`src/dvr_pkg.sv`:
```
package dvr_pkg;
  // Register addresses on the control bus (8-bit offsets)
  localparam logic [7:0] DSP_CONTROL_ADDR     = 8'h46;
  localparam logic [7:0] VOLUME_LEVEL_ADDR    = 8'h4C;
  localparam logic [7:0] RAMP_CONFIG_ADDR     = 8'h4E;
  localparam logic [7:0] EMERG_CONFIG_ADDR    = 8'h4F;
  // Reset values
  localparam logic [7:0] DSP_CONTROL_RST      = 8'h01;
  localparam logic [7:0] VOLUME_LEVEL_RST     = 8'h30;
  localparam logic [7:0] RAMP_CONFIG_RST      = 8'h33;
  localparam logic [7:0] EMERG_CONFIG_RST     = 8'h30;
  // Writable masks (reserved read-only bits read zero)
  localparam logic [7:0] DSP_CONTROL_WMASK    = 8'hF9;
  localparam logic [7:0] EMERG_CONFIG_WMASK   = 8'hFF;
  // Field positions
  localparam int         COEF_SEL_BIT         = 0;
  localparam int         PROC_RATE_LSB        = 3;
  // Volume code landmarks
  localparam logic [7:0] VOLUME_MUTE_CODE     = 8'hFF;
  localparam logic [7:0] VOLUME_UNITY_CODE    = 8'h30;
  // Speed code meaning instant jump
  localparam logic [1:0] RATE_INSTANT         = 2'h3;
  // Speed code for one update every two sample periods
  localparam logic [1:0] RATE_2FS             = 2'h1;
  // Sample periods between updates per speed code
  localparam logic [2:0] PERIOD_1FS           = 3'h1;
  localparam logic [2:0] PERIOD_2FS           = 3'h2;
  localparam logic [2:0] PERIOD_4FS           = 3'h4;
  // Emergency configuration field positions
  localparam int         EMERG_RATE_LSB       = 6;
  localparam int         EMERG_INC_LSB        = 4;
  // Step sizes in code units (one code is 0.5 dB)
  localparam logic [7:0] STEP_4DB             = 8'h08;
  localparam logic [7:0] STEP_2DB             = 8'h04;
  localparam logic [7:0] STEP_1DB             = 8'h02;
  localparam logic [7:0] STEP_HALF_DB         = 8'h01;

  // Ramp configuration fields, bit order as in the register
  typedef struct packed {
    logic [1:0] down_ramp_rate;
    logic [1:0] down_ramp_increment;
    logic [1:0] up_ramp_rate;
    logic [1:0] up_ramp_increment;
  } dvr_ramp_cfg_s;

  // Control bus request
  typedef struct packed {
    logic       wr_en;
    logic       rd_en;
    logic [7:0] addr;
    logic [7:0] wdata;
  } dvr_bus_req_s;

  // Ramp engine states
  typedef enum logic [1:0] {
    DVR_IDLE,
    DVR_DOWN,
    DVR_UP
  } dvr_state_e;
endpackage : dvr_pkg

```
`src/dvr_volume_ramp.sv`:
```
// Summary of operation
// - Coefficient select 1 picks ROM default set
// - One 8-bit code, both channels, 0.5 dB
// - Code FE is -103 dB, FF mutes
// - Down speed 1/2/4 FS, 11 instant
// - Down step 4/2/1/0.5 dB per update
// - Up speed 1/2/4 FS, 11 instant
// - Up step 4/2/1/0.5 dB per update
// - Emergency ramp down uses separate settings
`timescale 1ns/1ps
module dvr_volume_ramp (
  // Clock and reset
  input  wire logic                  clk_sys,
  input  wire logic                  rst_n,
  // Register access port
  input  wire dvr_pkg::dvr_bus_req_s bus_req,
  output logic [7:0]                 bus_rdata,
  output logic                       bus_rvalid,
  // Audio frame strobe, one cycle per sample period
  input  wire logic                  fs_tick,
  // Clock error or power loss request
  input  wire logic                  emerg_ramp,
  // Applied gain to both channels
  output logic [7:0]                 volume_code,
  output logic                       mute_active,
  output logic                       ramp_busy,
  // Coefficient and rate selection to the processing core
  output logic                       coef_source_select,
  output logic [1:0]                 proc_rate_select
);

  // Registers
  logic [7:0]                 dsp_control_q;      // Coef select and rate
  logic [7:0]                 volume_level_q;     // Programmed target
  dvr_pkg::dvr_ramp_cfg_s     ramp_cfg_q;         // Normal ramp config
  logic [7:0]                 emerg_cfg_q;        // Emergency config
  logic [7:0]                 volume_q;           // Applied code
  logic [2:0]                 fs_cnt_q;           // Sample period counter
  dvr_pkg::dvr_state_e        state_q;            // Ramp direction
  // Combinational helpers
  logic [7:0]                 target;             // Where the gain heads
  logic [1:0]                 rate_sel;           // Active speed
  logic [1:0]                 inc_sel;            // Active step
  logic [7:0]                 step;               // Step in codes
  logic [2:0]                 period;             // FS periods per update
  logic                       update;             // Apply one step now
  logic [8:0]                 sum_up;             // Gain-up result
  logic [8:0]                 sum_dn;             // Gain-down result

  // Register writes from the control bus
  always_ff @(posedge clk_sys or negedge rst_n) begin
    if (!rst_n) begin
      dsp_control_q  <= dvr_pkg::DSP_CONTROL_RST;
      volume_level_q <= dvr_pkg::VOLUME_LEVEL_RST;
      ramp_cfg_q     <= dvr_pkg::RAMP_CONFIG_RST;
      emerg_cfg_q    <= dvr_pkg::EMERG_CONFIG_RST;
    end else if (bus_req.wr_en) begin
      unique case (bus_req.addr)
        dvr_pkg::DSP_CONTROL_ADDR: begin
          dsp_control_q <= bus_req.wdata & dvr_pkg::DSP_CONTROL_WMASK;
        end
        dvr_pkg::VOLUME_LEVEL_ADDR: begin
          volume_level_q <= bus_req.wdata;
        end
        dvr_pkg::RAMP_CONFIG_ADDR: begin
          ramp_cfg_q <= bus_req.wdata;
        end
        dvr_pkg::EMERG_CONFIG_ADDR: begin
          emerg_cfg_q <= bus_req.wdata & dvr_pkg::EMERG_CONFIG_WMASK;
        end
        default: begin
          // Unmapped writes are dropped
        end
      endcase
    end
  end

  // Register reads, one cycle latency; unmapped reads return zero
  always_ff @(posedge clk_sys or negedge rst_n) begin
    if (!rst_n) begin
      bus_rdata  <= 8'h00;
      bus_rvalid <= 1'b0;
    end else begin
      bus_rvalid <= bus_req.rd_en;
      if (bus_req.rd_en) begin
        unique case (bus_req.addr)
          dvr_pkg::DSP_CONTROL_ADDR:  bus_rdata <= dsp_control_q;
          dvr_pkg::VOLUME_LEVEL_ADDR: bus_rdata <= volume_level_q;
          dvr_pkg::RAMP_CONFIG_ADDR:  bus_rdata <= ramp_cfg_q;
          dvr_pkg::EMERG_CONFIG_ADDR: bus_rdata <= emerg_cfg_q;
          default:                    bus_rdata <= 8'h00;
        endcase
      end
    end
  end

  // Target and active ramp settings
  always_comb begin
    target = emerg_ramp ? dvr_pkg::VOLUME_MUTE_CODE : volume_level_q;
    if (emerg_ramp) begin
      rate_sel = emerg_cfg_q[dvr_pkg::EMERG_RATE_LSB +: 2];
      inc_sel  = emerg_cfg_q[dvr_pkg::EMERG_INC_LSB +: 2];
    end else if (target > volume_q) begin
      rate_sel = ramp_cfg_q.down_ramp_rate;
      inc_sel  = ramp_cfg_q.down_ramp_increment;
    end else begin
      rate_sel = ramp_cfg_q.up_ramp_rate;
      inc_sel  = ramp_cfg_q.up_ramp_increment;
    end
    // Step size in 0.5 dB codes
    unique case (inc_sel)
      2'h0:    step = dvr_pkg::STEP_4DB;
      2'h1:    step = dvr_pkg::STEP_2DB;
      2'h2:    step = dvr_pkg::STEP_1DB;
      default: step = dvr_pkg::STEP_HALF_DB;
    endcase
    // Sample periods between updates
    unique case (rate_sel)
      2'h0:    period = dvr_pkg::PERIOD_1FS;
      2'h1:    period = dvr_pkg::PERIOD_2FS;
      default: period = dvr_pkg::PERIOD_4FS;
    endcase
    update = fs_tick && (fs_cnt_q + 3'h1 >= period);
    sum_up = {1'b0, volume_q} - {1'b0, step};
    sum_dn = {1'b0, volume_q} + {1'b0, step};
  end

  // Sample period counter, restarts after each update or when settled
  always_ff @(posedge clk_sys or negedge rst_n) begin
    if (!rst_n) begin
      fs_cnt_q <= 3'h0;
    end else if (target == volume_q || update) begin
      fs_cnt_q <= 3'h0;
    end else if (fs_tick) begin
      fs_cnt_q <= fs_cnt_q + 3'h1;
    end
  end

  // Applied gain ramp engine
  always_ff @(posedge clk_sys or negedge rst_n) begin
    if (!rst_n) begin
      volume_q <= dvr_pkg::VOLUME_UNITY_CODE;
      state_q  <= dvr_pkg::DVR_IDLE;
    end else if (target == volume_q) begin
      // Settled on the target
      state_q <= dvr_pkg::DVR_IDLE;
    end else if (rate_sel == dvr_pkg::RATE_INSTANT) begin
      // Jump straight to the target
      volume_q <= target;
      state_q  <= dvr_pkg::DVR_IDLE;
    end else if (target > volume_q) begin
      state_q <= dvr_pkg::DVR_DOWN;
      if (update) begin
        // Clamp at target, no overshoot
        volume_q <= (sum_dn[8] || sum_dn[7:0] > target) ? target : sum_dn[7:0];
      end
    end else begin
      state_q <= dvr_pkg::DVR_UP;
      if (update) begin
        volume_q <= (sum_up[8] || sum_up[7:0] < target) ? target : sum_up[7:0];
      end
    end
  end

  // Outputs to the processing core
  assign volume_code        = volume_q;
  assign mute_active        = (volume_q == dvr_pkg::VOLUME_MUTE_CODE);
  assign ramp_busy          = (state_q != dvr_pkg::DVR_IDLE);
  assign coef_source_select = dsp_control_q[dvr_pkg::COEF_SEL_BIT];
  assign proc_rate_select   = dsp_control_q[dvr_pkg::PROC_RATE_LSB +: 2];

  // Checks
  // Coefficient select follows the last control write
  AST_COEF_SEL: assert property (@(posedge clk_sys) disable iff (!rst_n)
    bus_req.wr_en && bus_req.addr == dvr_pkg::DSP_CONTROL_ADDR
      |=> coef_source_select == $past(bus_req.wdata[dvr_pkg::COEF_SEL_BIT]))
    else $error("coef select not taken from write");
  // Programming the mute code with an instant down ramp mutes next cycle
  AST_MUTE: assert property (@(posedge clk_sys) disable iff (!rst_n)
    !emerg_ramp && volume_level_q == dvr_pkg::VOLUME_MUTE_CODE && volume_q != dvr_pkg::VOLUME_MUTE_CODE
      && ramp_cfg_q.down_ramp_rate == dvr_pkg::RATE_INSTANT |=> mute_active)
    else $error("mute code not reached");
  // Instant down jumps to the target
  AST_DOWN_INSTANT: assert property (@(posedge clk_sys) disable iff (!rst_n)
    !emerg_ramp && volume_level_q > volume_q && ramp_cfg_q.down_ramp_rate == dvr_pkg::RATE_INSTANT
      |=> volume_q == $past(volume_level_q))
    else $error("instant down not applied");
  // Instant up restores the target
  AST_UP_INSTANT: assert property (@(posedge clk_sys) disable iff (!rst_n)
    !emerg_ramp && volume_level_q < volume_q && ramp_cfg_q.up_ramp_rate == dvr_pkg::RATE_INSTANT
      |=> volume_q == $past(volume_level_q))
    else $error("instant up not applied");
  // Gain only moves on a frame strobe unless instant
  AST_NO_TICK_HOLD: assert property (@(posedge clk_sys) disable iff (!rst_n)
    !fs_tick && rate_sel != dvr_pkg::RATE_INSTANT |=> $stable(volume_q))
    else $error("gain moved without frame tick");
  // Down update lowers gain by at most one step
  AST_DOWN_STEP: assert property (@(posedge clk_sys) disable iff (!rst_n)
    update && !emerg_ramp && target > volume_q && rate_sel != dvr_pkg::RATE_INSTANT
      |=> volume_q - $past(volume_q) <= $past(step) && volume_q > $past(volume_q))
    else $error("down step wrong");
  // Up update raises gain by at most one step
  AST_UP_STEP: assert property (@(posedge clk_sys) disable iff (!rst_n)
    update && !emerg_ramp && target < volume_q && rate_sel != dvr_pkg::RATE_INSTANT
      |=> $past(volume_q) - volume_q <= $past(step) && volume_q < $past(volume_q))
    else $error("up step wrong");
  // Down update never passes the target
  AST_NO_OVERSHOOT_DN: assert property (@(posedge clk_sys) disable iff (!rst_n)
    update && target > volume_q && rate_sel != dvr_pkg::RATE_INSTANT |=> volume_q <= $past(target))
    else $error("down ramp passed target");
  // Up update never passes the target
  AST_NO_OVERSHOOT_UP: assert property (@(posedge clk_sys) disable iff (!rst_n)
    update && target < volume_q && rate_sel != dvr_pkg::RATE_INSTANT |=> volume_q >= $past(target))
    else $error("up ramp passed target");
  // Busy drops once the applied code sits on the target
  AST_SETTLED_IDLE: assert property (@(posedge clk_sys) disable iff (!rst_n)
    target == volume_q |=> !ramp_busy)
    else $error("busy while settled");
  // Emergency ramp only ever lowers the gain
  AST_EMERG_DIR: assert property (@(posedge clk_sys) disable iff (!rst_n)
    emerg_ramp && $past(emerg_ramp) |-> volume_q >= $past(volume_q))
    else $error("emergency ramp raised gain");
  // Two-period speed skips the first strobe
  AST_RATE2: assert property (@(posedge clk_sys) disable iff (!rst_n)
    fs_tick && fs_cnt_q == 3'h0 && rate_sel == dvr_pkg::RATE_2FS |=> $stable(volume_q))
    else $error("half rate updated too early");
  // Main scenarios reached
  COV_RAMP_DOWN: cover property (@(posedge clk_sys) state_q == dvr_pkg::DVR_DOWN ##[1:200] state_q == dvr_pkg::DVR_IDLE);
  COV_RAMP_UP: cover property (@(posedge clk_sys) state_q == dvr_pkg::DVR_UP ##[1:200] state_q == dvr_pkg::DVR_IDLE);
  COV_MUTE: cover property (@(posedge clk_sys) mute_active && emerg_ramp);
  COV_CLAMP: cover property (@(posedge clk_sys) update && target > volume_q && sum_dn[7:0] > target);

endmodule : dvr_volume_ramp

```
`config.mk`:
```
export PLATFORM = sky130hd
export DESIGN_NAME = dvr_volume_ramp
export DESIGN_NICKNAME = d
export VERILOG_FILES = /design/src/dvr_pkg.sv /design/src/dvr_volume_ramp.sv
export SDC_FILE = /design/constraint.sdc
export NUM_CORES = 1
export LEC_CHECK = 0
export BUFFER_PORTS_ARGS = -buffer_cell sky130_fd_sc_hd__buf_4
export CAP_MARGIN = 15
export CORE_MARGIN = 1.5
export CORE_UTILIZATION = 30
export DETAILED_ROUTE_END_ITERATION = 12
export GPL_ROUTABILITY_DRIVEN = 0
export PLACE_DENSITY = 0.43
export SLEW_MARGIN = 20
export SYNTH_ARGS = -nofsm -noshare
export SYNTH_HDL_FRONTEND = slang
export SYNTH_SLANG_ARGS = --single-unit
```
`constraint.sdc`:
```
create_clock -name clk_sys -period 9.5 [get_ports clk_sys]
set_input_delay 0 -clock clk_sys [delete_from_list [all_inputs] [get_ports clk_sys]]
set_output_delay 0 -clock clk_sys [all_outputs]
set_load 0.01 [all_outputs]
```
==> impl_metrics.py <==
metrics = {
    "status": {
        "status": "finished, final reports clean",
    },
    "sta": {
        "worst_pin_slew_ns": 0.698,
        "setup_viol": 0,
        "fin_skew_ns": 0.00457,
        "finalSetupTns_ns": 0,
        "slew_headroom": 0.535,
        "hold_viol": 0,
        "rsz0062_at_grt": "false",
        "period_share": 0.644,
        "fmax_ghz": 0.163,
        "period_minus_slack_ns": 6.12,
        "slew_violations": 0,
    },
    "yosys": {
        "synth-simple-area-share": 0.127,
        "yosys_warnings": 0,
        "synth_fa_ha_area_frac": 0.125,
        "async_flop_share": 1.00,
        "synth_compound_area_frac": 0.185,
        "synth_top_family_by_area": "compound AO/OA/AOI/OAI gates",
        "netlist_area_mm2": 0.00391,
        "synth_edf_count": 0,
        "ys_seq_area_frac": 0.336,
        "synth_flop_cell": "dfrtp_1",
        "avgSynthCellArea_um2": 10.1,
        "synth-xor-area-share": 0.0269,
        "synth_seq_cells": 52,
        "synthCells": 387,
        "syn-num-nets": 447,
        "yosys-mux-area-fraction": 0.141,
        "ys_types": 70,
    },
    "routing": {
        "drcViolationCount": 0,
        "dr_total_vias": 3084,
        "final_antenna_net_count": 0,
        "drtIter0Drc": 150,
        "routed_wl_mm": 10.6,
        "wl_per_cell_um": 17.4,
        "firstDrtPassIters": 4,
        "vias_per_cell": 5.06,
    },
    "placed_design": {
        "dp.final_hpwl_mm": 8.22,
        "portBuffers": 43,
    },
    "worst_setup_path": {
        "crit_fanout": 10,
        "reg2regPathDepth": 25,
        "r2r_start": "volume_level_q[1]",
        "arrival_ns": 6.33,
        "worst-setup-path-type": "flop to flop",
        "reg2reg_slack_ns": 3.38,
        "rr_endpoint": "volume_code[0]",
        "critPathLaunchType": "flop",
        "critical_path_required_ns": 9.72,
        "cp-end-kind": "flop",
    },
    "grt": {
        "grt_overflow": 0,
        "antenna_found_initial": 0,
        "grt_pass1_wl_mm": 17.3,
        "grt_max_degree": 53,
        "track_usage": 0.166,
        "grt_pass1_vias": 3106,
    },
    "clock_tree": {
        "cts_made_buffers": 5,
        "cts.sinks": 52,
        "clkLatencyLatePin_ns": 0.30,
        "cts_resized": 0,
        "cts_buffer_depth": 2,
        "htreeDepth": 2,
        "postCtsSetupRepairBufs": 0,
        "cts_root_buf": "clkbuf_16",
        "cts_tree": "yes",
        "clkSlewWorstSetupHoldPaths_ns": 0.07,
    },
    "worst_hold_path": {
        "min_path_type": "primary input to flop",
        "min_from": "bus_req[8]",
        "holdPathStages": 4,
        "hold_end": "bus_rdata[1]",
    },
    "final_layout": {
        "nFillCells": 1318,
        "finalNetCount": 496,
        "antennaDiodeCount": 0,
        "drive_gt1_frac": 0.254,
        "syn_to_final_growth_pct": 18.4,
    },
    "floorplan": {
        "num_io_pins": 44,
        "row_count": 41,
        "fp.dieW_um": 117,
        "dieArea_mm2": 0.0137,
        "core_area_mm2": 0.0127,
        "dieHeight_um": 117,
        "start_util": 0.309,
    },
    "pwr": {
        "ir_worst_vdd_mv": 0.0723,
        "leakagePower_nw": 2.17,
        "fin_total_pwr_mw": 1.23,
        "cellPowerDensity_mw_per_mm2": 265,
    },
    "job": {
        "drv_cap": 0,
    },
}
==> power breakdown <==
group | internal (mW) | leakage [nW] | total [mW] | switching, mW
combinational | 0.327 | 1.44 | 0.728 | 0.402
sequential | 0.261 | 0.658 | 0.311 | 0.0493
clock | 0.0986 | 0.0671 | 0.187 | 0.0880
==> placed cells by master (no fill, tap or decap), types with 3 or more instances in the layout <==
| cell | instances |
|---|---|
| o22ai_1 | 8 |
| a22o_1 | 7 |
| nor2_1 | 21 |
| ha_1 | 36 |
| clkbuf_16 | 5 |
| dfstp_2 | 11 |
| a21oi_1 | 15 |
| nor2b_1 | 4 |
| a221oi_1 | 6 |
| mux2_2 | 26 |
| xnor2_1 | 10 |
| dlygate4sd3_1 | 11 |
| buf_4 | 44 |
| o21ai_0 | 10 |
| dfrtp_1 | 41 |
| nor4_1 | 3 |
| o21ai_1 | 4 |
| a21o_1 | 6 |
| nand4_1 | 5 |
| a31oi_1 | 3 |
| nand3_1 | 5 |
| o211ai_1 | 7 |
| or2_2 | 6 |
| nand2_1 | 21 |
| mux2i_1 | 17 |
| inv_1 | 34 |
| o21a_1 | 5 |
| nand2b_1 | 7 |
| mux2_1 | 8 |
==> state kept, by name, summed over array words and instances, names as in the netlist <==
| register | flops |
|---|---|
| volume_code | 8 |
| bus_rdata | 8 |
| ramp_cfg_q | 8 |
| volume_level_q | 8 |
| bus_rvalid | 1 |
| emerg_cfg_q | 8 |
| state_q | 2 |
| dsp_control_q | 6 |
| fs_cnt_q | 3 |
==> logic make-up (layout without fill, tap and decap cells) <==
| logic type | after synthesis | after routing |
|---|---|---|
| DFF | 52 | 52 |
| and+or+nand+nor | 90 | 90 |
| muxes | 51 | 51 |
| adders and majority gates | 38 | 38 |
| AOI/OAI and AO/OA | 95 | 95 |
| xor gates and xnor gates | 12 | 12 |
| buffers and inverters | 49 | 99 |
==> worst max-delay path, stage by stage, from the launching register on <==
cell      delay, ns
dfrtp_1        0.40
or2_2          0.36
ha_1           0.30
nor2b_1        0.13
o211ai_1       0.26
a21oi_2        0.15
o21ai_2        0.48
mux2i_1        0.19
o21a_1         0.23
nor2_1         0.17
ha_1           0.19
inv_1          0.06
fa_1           0.39
a21oi_1        0.14
nor2b_1        0.08
nor4_1         0.50
xnor2_1        0.18
ha_1           0.33
nand4_1        0.10
nor2_1         0.11
o31ai_1        0.12
a22oi_4        0.41
mux2i_1        0.12
a21oi_1        0.16
mux2_1         0.33
mux2i_1        0.14
==> cells in the mapped netlist, types with 3 or more instances <==
cell type / n / area, um^2
dfstp_2: 11 / 289
a21o_1: 6 / 45.0
o211ai_1: 7 / 52.6
nand4_1: 5 / 31.3
a31oi_1: 3 / 18.8
a21oi_1: 15 / 75.1
o22ai_1: 8 / 50.1
nor4_1: 3 / 18.8
nand2b_1: 7 / 43.8
mux2_2: 26 / 293
o21a_1: 5 / 37.5
nand2_1: 21 / 78.8
mux2i_1: 17 / 170
ha_1: 36 / 450
clkbuf_1: 5 / 18.8
a221oi_1: 6 / 52.6
inv_1: 34 / 128
nor2b_1: 4 / 25.0
nand3_1: 5 / 25.0
a22o_1: 7 / 61.3
xnor2_1: 10 / 87.6
mux2_1: 8 / 90.1
dfrtp_1: 41 / 1030
nor2_1: 21 / 78.8
o21ai_1: 4 / 20.0
or2_2: 6 / 37.5
buf_6: 3 / 33.8
o21ai_0: 10 / 50.1
==> cell type report <==
type                       instances  area [um^2]  share of cell area
inverter                          36          148              0.0319
sequential                        52         1320               0.284
tap                              172          215              0.0465
clock inverter                     2         16.3             0.00351
multi-input combinational        286         2370               0.511
clock buffer                       6          129              0.0278
timing repair buffer              55          440              0.0951
==> routing by layer <==
| metal | global-route usage | routed length (um) | vias to the layer above |
|---|---|---|---|
| li1 | - | - | 1508 |
| met1 | 0.235 | 5170 | 1504 |
| met2 | 0.268 | 4960 | 64 |
| met3 | 0.0252 | 339 | 8 |
| met4 | 0.0353 | 122 | 0 |
| met5 | 0 | 0 | - |
==> stage by stage <==
stage          instances  worst slack (ns)   util  hold WS [ns]  area (um^2)
6_report             609              3.38  0.365         0.221         4630
5_1_grt              609              2.82  0.365         0.258         4630
4_1_cts              609              3.36  0.365         0.221         4630
3_5_place_dp         590              3.41  0.345         0.109         4380
3_3_place_gp         590              3.57  0.345         0.105         4380
2_1_floorplan        387              4.01      -        -0.296         3910
==> what timing repair did <==
item                                    CTS  global route
hold buffers                             11             0
endpoints found under the setup margin    0             0
endpoints found under the hold margin    82             0
==> worst max path at each step <==
stage / from / to / slack, ns
final: volume_level_q[1] / volume_code[0] / 3.38
after global placement: volume_level_q[1] / volume_code[0] / 3.57
after CTS: volume_level_q[1] / volume_code[0] / 3.36
after detailed placement: volume_level_q[1] / volume_code[0] / 3.41
after floorplan: volume_code[4] / volume_code[0] / 4.01
after global routing: volume_level_q[1] / volume_code[0] / 2.82
Note: power is estimated with default switching activity, not from simulation.
